File: src/fsw_pkg.sv
// Shared constants, types and register map of the output watchdog block
package fsw_pkg;

   // ----------------------------------------------------------------
   // Register bus
   // ----------------------------------------------------------------
   localparam int unsigned ADDR_W = 8;
   localparam int unsigned DATA_W = 32;
   localparam logic [7:0] REG_WD_MULT = 8'h00;
   localparam logic [7:0] REG_LINK_WD_TIME = 8'h04;
   localparam logic [7:0] REG_LOCAL_WD_TIME = 8'h08;
   localparam logic [7:0] REG_STATE_REQ = 8'h0c;
   localparam logic [7:0] REG_STATUS = 8'h10;
   localparam logic [7:0] REG_INPUT_IMAGE = 8'h14;

   // Status field layout
   localparam int unsigned ST_CODE_LSB = 0;
   localparam int unsigned ST_CODE_W = 4;
   localparam int unsigned ST_LINK_TRIP_BIT = 4;
   localparam int unsigned ST_LOCAL_TRIP_BIT = 5;
   localparam int unsigned ST_REFUSED_BIT = 6;

   // Node state codes as seen by software
   localparam logic [3:0] CODE_INIT = 4'h1;
   localparam logic [3:0] CODE_PREP = 4'h2;
   localparam logic [3:0] CODE_BOOT = 4'h3;
   localparam logic [3:0] CODE_GUARD = 4'h4;
   localparam logic [3:0] CODE_RUN = 4'h8;

   // ----------------------------------------------------------------
   // Watchdog timing
   // ----------------------------------------------------------------
   localparam int unsigned CLK_PERIOD_NS = 100;
   localparam int unsigned BASE_FREQ_MHZ = 25;
   localparam int unsigned BASE_PERIOD_NS = 1000 / BASE_FREQ_MHZ;
   localparam logic [17:0] HALF_BASE_PER_CLK = 18'(2 * CLK_PERIOD_NS / BASE_PERIOD_NS);
   localparam logic [17:0] HALF_TICK_EXTRA = 18'h4;
   localparam int unsigned WD_TIMEOUT_MS = 100;
   localparam logic [15:0] DEF_WD_MULT = 16'h09c2;
   localparam logic [15:0] DEF_LINK_WD_TIME = 16'h03e8;
   localparam logic [15:0] DEF_LOCAL_WD_TIME = 16'h03e8;
   localparam logic [15:0] MIN_WD_MULT = 16'h0001;

   // ----------------------------------------------------------------
   // Types
   // ----------------------------------------------------------------
   typedef enum logic [2:0] {
      ND_INIT,
      ND_PREP,
      ND_BOOT,
      ND_GUARD,
      ND_RUN
   } fsw_node_e;

   typedef struct packed {
      logic [7:0] addr;
      logic [31:0] wdata;
      logic wr;
      logic rd;
   } fsw_bus_req_s;

   typedef struct packed {
      logic [15:0] mult;
      logic [15:0] link_time;
      logic [15:0] local_time;
   } fsw_wd_cfg_s;

   typedef struct packed {
      logic mbx_allow;
      logic foe_only;
      logic pd_allow;
   } fsw_comm_s;

endpackage

File: src/fsw_tick_gen.sv
// Shared watchdog tick prescaler
`timescale 1ns/100ps
module fsw_tick_gen (
   input wire logic clk,
   input wire logic rstn,
   input wire logic [15:0] mult,
   output logic tick
);
   import fsw_pkg::*;

   // ----------------------------------------------------------------
   // Fractional accumulator in half base periods
   // ----------------------------------------------------------------
   // Core clock is slower than the base clock, so whole periods cannot be
   // counted; the remainder carries over and the average rate stays exact.
   logic [17:0] acc_q;
   logic [17:0] acc_d;
   logic [17:0] limit;
   logic [17:0] sum;
   logic hit;

   assign limit = {1'b0, mult, 1'b0} + HALF_TICK_EXTRA;
   assign sum = acc_q + HALF_BASE_PER_CLK;
   assign hit = sum >= limit;
   assign acc_d = hit ? sum - limit : sum;

   always_ff @(posedge clk) begin
      if (!rstn) begin
         acc_q <= 18'h0;
         tick <= 1'b0;
      end else begin
         acc_q <= acc_d;
         tick <= hit;
      end
   end

endmodule

File: src/fsw_wd_timer.sv
// One watchdog timer counting shared ticks
`timescale 1ns/100ps
module fsw_wd_timer (
   input wire logic clk,
   input wire logic rstn,
   input wire logic tick,
   input wire logic kick,
   input wire logic [15:0] limit,
   output logic trip
);
   import fsw_pkg::*;

   // ----------------------------------------------------------------
   // Tick counter
   // ----------------------------------------------------------------
   logic [15:0] cnt_q;
   logic [16:0] cnt_inc;
   logic enabled;
   logic expire;

   assign enabled = limit != 16'h0;
   assign cnt_inc = {1'b0, cnt_q} + 17'h1;
   assign expire = tick && (cnt_inc >= {1'b0, limit});

   always_ff @(posedge clk) begin
      if (!rstn) begin
         cnt_q <= 16'h0;
         trip <= 1'b0;
      end else if (!enabled || kick) begin
         cnt_q <= 16'h0;
         trip <= 1'b0;
      end else if (!trip && tick) begin
         if (expire) begin
            trip <= 1'b1;
         end else begin
            cnt_q <= cnt_inc[15:0];
         end
      end
   end

endmodule

File: src/fsw_output_watchdog.sv
// Node state machine, watchdogs and output gating of the fieldbus slave
`timescale 1ns/100ps
// Contract
// - Successful data exchange restarts link watchdog
// - Link timeout forces all outputs false
// - Trip keeps state; next exchange clears it
// - Both watchdogs default to 100 ms
// - Local side silence trips local watchdog
// - Tick is multiplier plus two base periods
// - Shared multiplier, own timer per watchdog
// - Defaults 2498 and 1000 give 100 ms
// - Timers 0..65535, multiplier 1..65535
// - Link timer zero disables the watchdog
// - Init after reset, no traffic allowed
// - Check mailbox entering preparation; mailbox only; code checks it from init only, not from guarded or running
// - Check data setup, copy inputs, then acknowledge
// - Guarded: full traffic, outputs held safe
// - Running copies master outputs to pins
// - Boot only from init; file access only
module fsw_output_watchdog (
   input wire logic clk,
   input wire logic rstn,
   input wire fsw_pkg::fsw_bus_req_s bus,
   output logic [31:0] rdata,
   input wire logic pd_exchange_ok,
   input wire logic local_access,
   input wire logic mbx_cfg_ok,
   input wire logic pd_cfg_ok,
   input wire logic dc_cfg_ok,
   input wire logic [31:0] out_data,
   input wire logic [31:0] in_pins,
   output logic [31:0] phys_out,
   output logic [31:0] in_image,
   output fsw_pkg::fsw_comm_s comm,
   output logic [3:0] node_code,
   output logic link_trip,
   output logic local_trip,
   output logic req_refused
);
   import fsw_pkg::*;

   // ----------------------------------------------------------------
   // Helper functions
   // ----------------------------------------------------------------
   function automatic logic [3:0] state_code(input fsw_node_e s);
      logic [3:0] c;
      c = CODE_INIT;
      unique case (s)
         ND_INIT: c = CODE_INIT;
         ND_PREP: c = CODE_PREP;
         ND_BOOT: c = CODE_BOOT;
         ND_GUARD: c = CODE_GUARD;
         ND_RUN: c = CODE_RUN;
         default: c = CODE_INIT;
      endcase
      return c;
   endfunction

   function automatic logic code_valid(input logic [3:0] c);
      return (c == CODE_INIT) || (c == CODE_PREP) || (c == CODE_BOOT) ||
             (c == CODE_GUARD) || (c == CODE_RUN);
   endfunction

   function automatic fsw_node_e code_state(input logic [3:0] c);
      fsw_node_e s;
      s = ND_INIT;
      if (c == CODE_PREP) begin
         s = ND_PREP;
      end else if (c == CODE_BOOT) begin
         s = ND_BOOT;
      end else if (c == CODE_GUARD) begin
         s = ND_GUARD;
      end else if (c == CODE_RUN) begin
         s = ND_RUN;
      end
      return s;
   endfunction

   // Transition table with entry checks
   function automatic logic may_enter(input fsw_node_e cur, input fsw_node_e tgt,
                                      input logic mbx_ok, input logic pd_ok, input logic dc_ok);
      logic ok;
      ok = 1'b0;
      if (tgt == cur || tgt == ND_INIT) begin
         ok = 1'b1;
      end else begin
         unique case (cur)
            ND_INIT: ok = (tgt == ND_PREP) ? mbx_ok : (tgt == ND_BOOT);
            ND_PREP: ok = (tgt == ND_GUARD) && pd_ok && dc_ok;
            ND_GUARD: ok = (tgt == ND_RUN) || (tgt == ND_PREP);
            ND_RUN: ok = (tgt == ND_GUARD) || (tgt == ND_PREP);
            ND_BOOT: ok = 1'b0;
            default: ok = 1'b0;
         endcase
      end
      return ok;
   endfunction

   // ----------------------------------------------------------------
   // Register file
   // ----------------------------------------------------------------
   fsw_wd_cfg_s cfg_q;
   logic [3:0] req_code_q;
   logic req_pending_q;
   logic refused_q;
   logic [31:0] rdata_mux;
   logic wr_mult;
   logic wr_link;
   logic wr_local;
   logic wr_req;
   logic wr_status;
   logic [15:0] mult_wr_val;

   assign wr_mult = bus.wr && bus.addr == REG_WD_MULT;
   assign wr_link = bus.wr && bus.addr == REG_LINK_WD_TIME;
   assign wr_local = bus.wr && bus.addr == REG_LOCAL_WD_TIME;
   assign wr_req = bus.wr && bus.addr == REG_STATE_REQ;
   assign wr_status = bus.wr && bus.addr == REG_STATUS;
   // Multiplier below its floor would ask for ticks faster than the core clock can give
   assign mult_wr_val = (bus.wdata[15:0] < MIN_WD_MULT) ? MIN_WD_MULT : bus.wdata[15:0];

   // Settings are taken whenever written; the master writes them only at startup
   always_ff @(posedge clk) begin
      if (!rstn) begin
         cfg_q.mult <= DEF_WD_MULT;
         cfg_q.link_time <= DEF_LINK_WD_TIME;
         cfg_q.local_time <= DEF_LOCAL_WD_TIME;
      end else begin
         if (wr_mult) begin
            cfg_q.mult <= mult_wr_val;
         end
         if (wr_link) begin
            cfg_q.link_time <= bus.wdata[15:0];
         end
         if (wr_local) begin
            cfg_q.local_time <= bus.wdata[15:0];
         end
      end
   end

   always_ff @(posedge clk) begin
      if (!rstn) begin
         req_code_q <= CODE_INIT;
         req_pending_q <= 1'b0;
      end else if (wr_req) begin
         req_code_q <= bus.wdata[3:0];
         req_pending_q <= 1'b1;
      end else begin
         req_pending_q <= 1'b0;
      end
   end

   // ----------------------------------------------------------------
   // Watchdogs
   // ----------------------------------------------------------------
   logic wd_tick;
   logic link_trip_w;
   logic local_trip_w;
   logic link_kick;

   fsw_tick_gen u_tick (
      .clk(clk),
      .rstn(rstn),
      .mult(cfg_q.mult),
      .tick(wd_tick)
   );

   fsw_wd_timer u_link_wd (
      .clk(clk),
      .rstn(rstn),
      .tick(wd_tick),
      .kick(link_kick),
      .limit(cfg_q.link_time),
      .trip(link_trip_w)
   );

   fsw_wd_timer u_local_wd (
      .clk(clk),
      .rstn(rstn),
      .tick(wd_tick),
      .kick(local_access),
      .limit(cfg_q.local_time),
      .trip(local_trip_w)
   );

   // ----------------------------------------------------------------
   // Node state machine
   // ----------------------------------------------------------------
   fsw_node_e node_q;
   fsw_node_e node_d;
   fsw_node_e req_state;
   logic req_ok;
   logic req_bad;
   logic enter_guard;

   assign req_state = code_state(req_code_q);
   assign req_ok = req_pending_q && code_valid(req_code_q) &&
                   may_enter(node_q, req_state, mbx_cfg_ok, pd_cfg_ok, dc_cfg_ok);
   assign req_bad = req_pending_q && !req_ok;
   assign node_d = req_ok ? req_state : node_q;
   assign enter_guard = req_ok && node_q == ND_PREP && req_state == ND_GUARD;

   // Watchdog trips never move the node; only master requests do
   always_ff @(posedge clk) begin
      if (!rstn) begin
         node_q <= ND_INIT;
      end else begin
         node_q <= node_d;
      end
   end

   // Refusal is sticky; a refusal in the clearing cycle survives
   always_ff @(posedge clk) begin
      if (!rstn) begin
         refused_q <= 1'b0;
      end else if (req_bad) begin
         refused_q <= 1'b1;
      end else if (wr_status && bus.wdata[ST_REFUSED_BIT]) begin
         refused_q <= 1'b0;
      end
   end

   // ----------------------------------------------------------------
   // Traffic permissions
   // ----------------------------------------------------------------
   fsw_comm_s comm_d;
   logic pd_state;
   logic pd_next;

   // Permissions follow the state being entered, so they never lag node_code
   assign pd_state = node_q == ND_GUARD || node_q == ND_RUN;
   assign pd_next = node_d == ND_GUARD || node_d == ND_RUN;
   assign comm_d.mbx_allow = node_d != ND_INIT;
   assign comm_d.foe_only = node_d == ND_BOOT;
   assign comm_d.pd_allow = pd_next;
   // Refused process data does not feed the watchdog
   assign link_kick = pd_exchange_ok && pd_state;

   // ----------------------------------------------------------------
   // Input sampling and image
   // ----------------------------------------------------------------
   logic [31:0] in_s1_q;
   logic [31:0] in_s2_q;
   logic [31:0] in_s3_q;
   logic [31:0] in_stable_q;
   logic [31:0] in_stable_d;
   logic [31:0] in_image_d;

   // A bit changes only once the second and third stages agree
   assign in_stable_d = (in_s2_q & in_s3_q) | (in_stable_q & (in_s2_q ^ in_s3_q));
   assign in_image_d = (enter_guard || link_kick) ? in_stable_q : in_image;

   always_ff @(posedge clk) begin
      if (!rstn) begin
         in_s1_q <= 32'h0;
         in_s2_q <= 32'h0;
         in_s3_q <= 32'h0;
         in_stable_q <= 32'h0;
         in_image <= 32'h0;
      end else begin
         in_s1_q <= in_pins;
         in_s2_q <= in_s1_q;
         in_s3_q <= in_s2_q;
         in_stable_q <= in_stable_d;
         in_image <= in_image_d;
      end
   end

   // ----------------------------------------------------------------
   // Output image and safe gating
   // ----------------------------------------------------------------
   logic [31:0] out_image_q;
   logic drive_ok;
   logic [31:0] phys_out_d;

   // Master data is latched only by a real exchange, never a refused one
   assign drive_ok = node_d == ND_RUN && !link_trip_w && !local_trip_w;
   assign phys_out_d = drive_ok ? out_image_q : 32'h0;

   always_ff @(posedge clk) begin
      if (!rstn) begin
         out_image_q <= 32'h0;
         phys_out <= 32'h0;
      end else begin
         if (link_kick) begin
            out_image_q <= out_data;
         end
         phys_out <= phys_out_d;
      end
   end

   // ----------------------------------------------------------------
   // Status outputs and read port
   // ----------------------------------------------------------------
   logic [31:0] status_word;

   always_comb begin
      status_word = 32'h0;
      status_word[ST_CODE_LSB +: ST_CODE_W] = state_code(node_q);
      status_word[ST_LINK_TRIP_BIT] = link_trip_w;
      status_word[ST_LOCAL_TRIP_BIT] = local_trip_w;
      status_word[ST_REFUSED_BIT] = refused_q;
   end

   always_comb begin
      rdata_mux = 32'h0;
      unique case (bus.addr)
         REG_WD_MULT: rdata_mux = {16'h0, cfg_q.mult};
         REG_LINK_WD_TIME: rdata_mux = {16'h0, cfg_q.link_time};
         REG_LOCAL_WD_TIME: rdata_mux = {16'h0, cfg_q.local_time};
         REG_STATE_REQ: rdata_mux = {28'h0, req_code_q};
         REG_STATUS: rdata_mux = status_word;
         REG_INPUT_IMAGE: rdata_mux = in_image;
         default: rdata_mux = 32'h0;
      endcase
   end

   always_ff @(posedge clk) begin
      if (!rstn) begin
         rdata <= 32'h0;
         comm <= '0;
         node_code <= CODE_INIT;
         link_trip <= 1'b0;
         local_trip <= 1'b0;
         req_refused <= 1'b0;
      end else begin
         rdata <= bus.rd ? rdata_mux : 32'h0;
         comm <= comm_d;
         node_code <= state_code(node_d);
         link_trip <= link_trip_w;
         local_trip <= local_trip_w;
         req_refused <= refused_q || req_bad;
      end
   end

endmodule

File: config.mk
export PLATFORM = sky130hd
export DESIGN_NAME = fsw_output_watchdog
export DESIGN_NICKNAME = d
export VERILOG_FILES = /design/src/fsw_pkg.sv /design/src/fsw_tick_gen.sv /design/src/fsw_wd_timer.sv /design/src/fsw_output_watchdog.sv
export SDC_FILE = /design/constraint.sdc
export NUM_CORES = 1
export LEC_CHECK = 0
export BUFFER_PORTS_ARGS = -buffer_cell sky130_fd_sc_hd__buf_2
export CAP_MARGIN = 20
export CORE_ASPECT_RATIO = 0.5
export CORE_MARGIN = 5
export CORE_UTILIZATION = 57
export CTS_CLUSTER_DIAMETER = 40
export DETAILED_ROUTE_END_ITERATION = 10
export PLACE_DENSITY_LB_ADDON = 0.2
export SKIP_LAST_GASP = 1
export SYNTH_ARGS = -nofsm -noshare
export SYNTH_HDL_FRONTEND = slang
export SYNTH_SLANG_ARGS = --single-unit
File: constraint.sdc
create_clock -name clk -period 4.1 [get_ports clk]
set_input_delay 0.41 -clock clk [delete_from_list [all_inputs] [get_ports clk]]
set_output_delay 0.41 -clock clk [all_outputs]
set_load 0.005 [all_outputs]
==> flow_summary.json <==
{
  "dp_hpwl_um": 26800,
  "synthesis.nets": 1984,
  "worstRegToRegCells": 14,
  "synth_area_sq_um": 15800,
  "syn_avg_cell_area_sq_um": 8.87,
  "fin_crit_ps": 3790,
  "clockRootBuffer": "clkbuf_16",
  "finalSetupViolations": 0,
  "final_util_pct": 66.4,
  "grt_pass1_vias": 12100,
  "areaGrowthSynthToFinish_pct": 15.6,
  "place_area_sq_um": 17100,
  "busiest_layer": "met2",
  "outcome": "completed",
  "die_area_sq_um": 31400,
  "critPathArrivalTime_ps": 4170,
  "max_freq_ghz": 0.264,
  "period_share_pct": 92.3,
  "layout_common_cells": "dfxtp_1 (376), nand2_1 (217), buf_2 (201), a21oi_1 (180), nand3_1 (134)",
  "cap_violations": 0,
  "yosysUniqueCellTypes": 69,
  "p_leak_uw": 0.00780,
  "met3_usage_pct": 5.94,
  "setup_ws_ps": 315,
  "cts_tree": "built",
  "cp_data_required_time_ps": 4490,
  "use_met1_pct": 34.1,
  "postLayoutCellArea_sq_um": 18300,
  "grtUsageTotal_pct": 24.2,
  "comb_power_share_pct": 16.2,
  "die_y_um": 128,
  "clkSinkCount": 376,
  "rows": 43,
  "top_register": "cfg_q",
  "syn_inst": 1785,
  "die_width_um": 246,
  "end_kind": "register",
  "clock_latency_ps": 540,
  "layout-drive-gt1-share_pct": 15.4,
  "n_fill_cell": 2359,
  "slew_headroom_pct": 33.0,
  "synth-edff-count": 0,
  "clockPowerShare_pct": 38.4,
  "drt_first_iter_violations": 1047,
  "num_vias": 13200,
  "cts_setup_buffers": 0,
  "powerDensity_nw_per_um2": 463,
  "reg2reg_from": "u_link_wd.cnt_q[2]",
  "drt.antenna.violating_nets": 0,
  "clock_path_buffers": 3,
  "via_per_inst": 5.58,
  "cts_buffers": 36,
  "route.detailed.drc": 0,
  "ioPinCount": 219,
  "regToRegSetupSlack_ps": 310,
  "start_util_pct": 57.4,
  "swShare_pct": 27.4,
  "p_sw_uw": 2320,
  "dp_slack_ps": 256,
  "portBuffers": 202,
  "p_int_uw": 6160,
  "cp_max_fo": 31,
  "final_common_cell": "dfxtp_1",
  "grtUsageMet2_pct": 37.2,
  "finalMaxSlewViolations": 0,
  "peakVddDrop_mv": 0.318,
  "gp_congestion": 0.907,
  "clk_pin_slew_worst_paths_ps": 60,
  "fin_nets": 2151,
  "grt_max_degree": 157,
  "largest_reg_flops": 48,
  "ys_seq_area_share_pct": 47.6,
  "rsz0062_at_grt": "false",
  "holdPathEnd": "in_s1_q[11]",
  "postRouteWirelength_um": 39200,
  "p_seq_share_pct": 45.5,
  "hold_viol": 0,
  "min_path_cells": 2,
  "ys_seq_elements": 376,
  "dr.pass1.iters": 5,
  "skew_ps": 14.9,
  "ys_async_sr_fraction_pct": 0,
  "path_class": "reg -> reg",
  "avgRoutedWirePerCell_um": 16.6,
  "postCtsHoldBufs": 0,
  "final.setup.tns_ps": 0,
  "h-tree-depth": 2,
  "r2r_end": "u_link_wd.cnt_q[9]",
  "yosys_most_used_dff": "dfxtp_1",
  "min_from": "in_pins[11]",
  "worst_slew_pin_slew_ps": 1000,
  "grt_first_pass_wirelength_um": 62500,
  "synth_warnings": 0,
  "antenna_found_initial": 4,
  "startpoint_type": "register",
  "power_uw": 8480,
  "grt_overflow_total": 0,
  "hold_path.class": "in -> reg",
  "coreArea_sq_um": 27500
}
-- how the worst max path moves through the flow --
stage | start | endpoint | slack [ps] | cells after the start
after global placement | u_tick.acc_q[0] | u_tick.acc_q[13] | 370 | 15
after global routing | u_link_wd.cnt_q[2] | u_link_wd.cnt_q[9] | 7 | 14
after detailed placement | u_tick.acc_q[0] | u_tick.acc_q[1] | 260 | 14
after floorplan | u_link_wd.cnt_q[2] | u_link_wd.cnt_q[10] | 460 | 15
after CTS | u_tick.acc_q[0] | u_tick.acc_q[1] | 190 | 14
final | u_link_wd.cnt_q[2] | u_link_wd.cnt_q[9] | 310 | 14
-- worst max-delay path: stages (launching register included) --
cell	delay, ps
dfxtp_1	410
nand3_1	240
nor4_2	470
nand3_1	240
or2_1	320
xnor2_1	150
ha_1	290
nand2_1	70
or4_1	540
nor3_1	200
nor2_1	70
nand4_1	80
buf_4	290
or4_1	180
a21oi_1	70
-- per-stage QoR --
stage / instances / hold slack (ps)
2_1_floorplan: 1785 / 412
3_3_place_gp: 2295 / 413
3_5_place_dp: 2296 / 418
4_1_cts: 2359 / 57.2
5_1_grt: 2359 / 55.0
6_report: 2360 / 73.1
-- power groups by stage --
| stage | Clock, uW | Sequential [uW] | Combinational, uW |
|---|---|---|---|
| final | 3250 | 3850 | 1370 |
| after global routing | 3490 | 3870 | 1530 |
| after CTS | 3320 | 3850 | 1360 |
| after detailed placement | 0 | 3930 | 1350 |
| after global placement | 0 | 3930 | 1330 |
| after floorplan | 0 | 3910 | 1020 |
-- logic make-up (layout without fill, tap and decap cells) --
family	after synthesis	count (layout)	synth area share [%]
multiplexers	17	17	1.11
other	0	1	0
flip-flops	376	376	47.6
AO/OA/AOI/OAI	348	348	13.3
adder cells (fa/ha/maj)	86	86	6.85
AND/OR/NAND/NOR	741	741	23.7
buffers and inverters	150	342	3.77
XOR/XNOR	67	67	3.71
-- routing by layer --
metal  part of all wire (%)  up-vias  wire length [um]
li1                       -     6569                 -
met1                     46     6031             17900
met2                     44      459             17100
met3                    7.7       98              3030
met4                    2.7        8              1040
met5                   0.11        -                44
-- timing repair --
action	4_1_cts	5_1_grt
setup endpoints to repair	0	25
hold endpoints to repair	0	0
gates resized for setup	0	2
-- area by class of cell --
type	count	area (sq um)	share of cell area, %
multi-input cells	1259	7720	42.2
diodes	1	2.50	0.0137
clock buffers	48	1010	5.50
well taps	382	478	2.61
flip-flops and latches	376	7530	41.1
clock inverters	15	138	0.752
repair buffers	229	1240	6.76
inverters	50	190	1.04
-- synth_stat cells (11+ instances only) --
cell type / n / area share (%)
a21oi_1: 180 / 5.7
a22oi_1: 24 / 1.1
and2_1: 116 / 4.6
and3_1: 44 / 1.7
clkbuf_1: 87 / 2.1
dfxtp_1: 376 / 48
ha_1: 85 / 6.7
inv_1: 49 / 1.2
mux2i_1: 15 / 0.95
nand2_1: 217 / 5.1
nand3_1: 134 / 4.2
nand4_1: 17 / 0.67
nor2_1: 101 / 2.4
nor3_1: 22 / 0.70
nor4_1: 19 / 0.75
o21a_1: 11 / 0.52
o21ai_0: 15 / 0.47
o21ai_1: 37 / 1.2
o31ai_1: 31 / 1.5
or4_1: 31 / 1.5
xnor2_1: 39 / 2.2
xor2_1: 28 / 1.5
(Power assumes the default switching activity.)
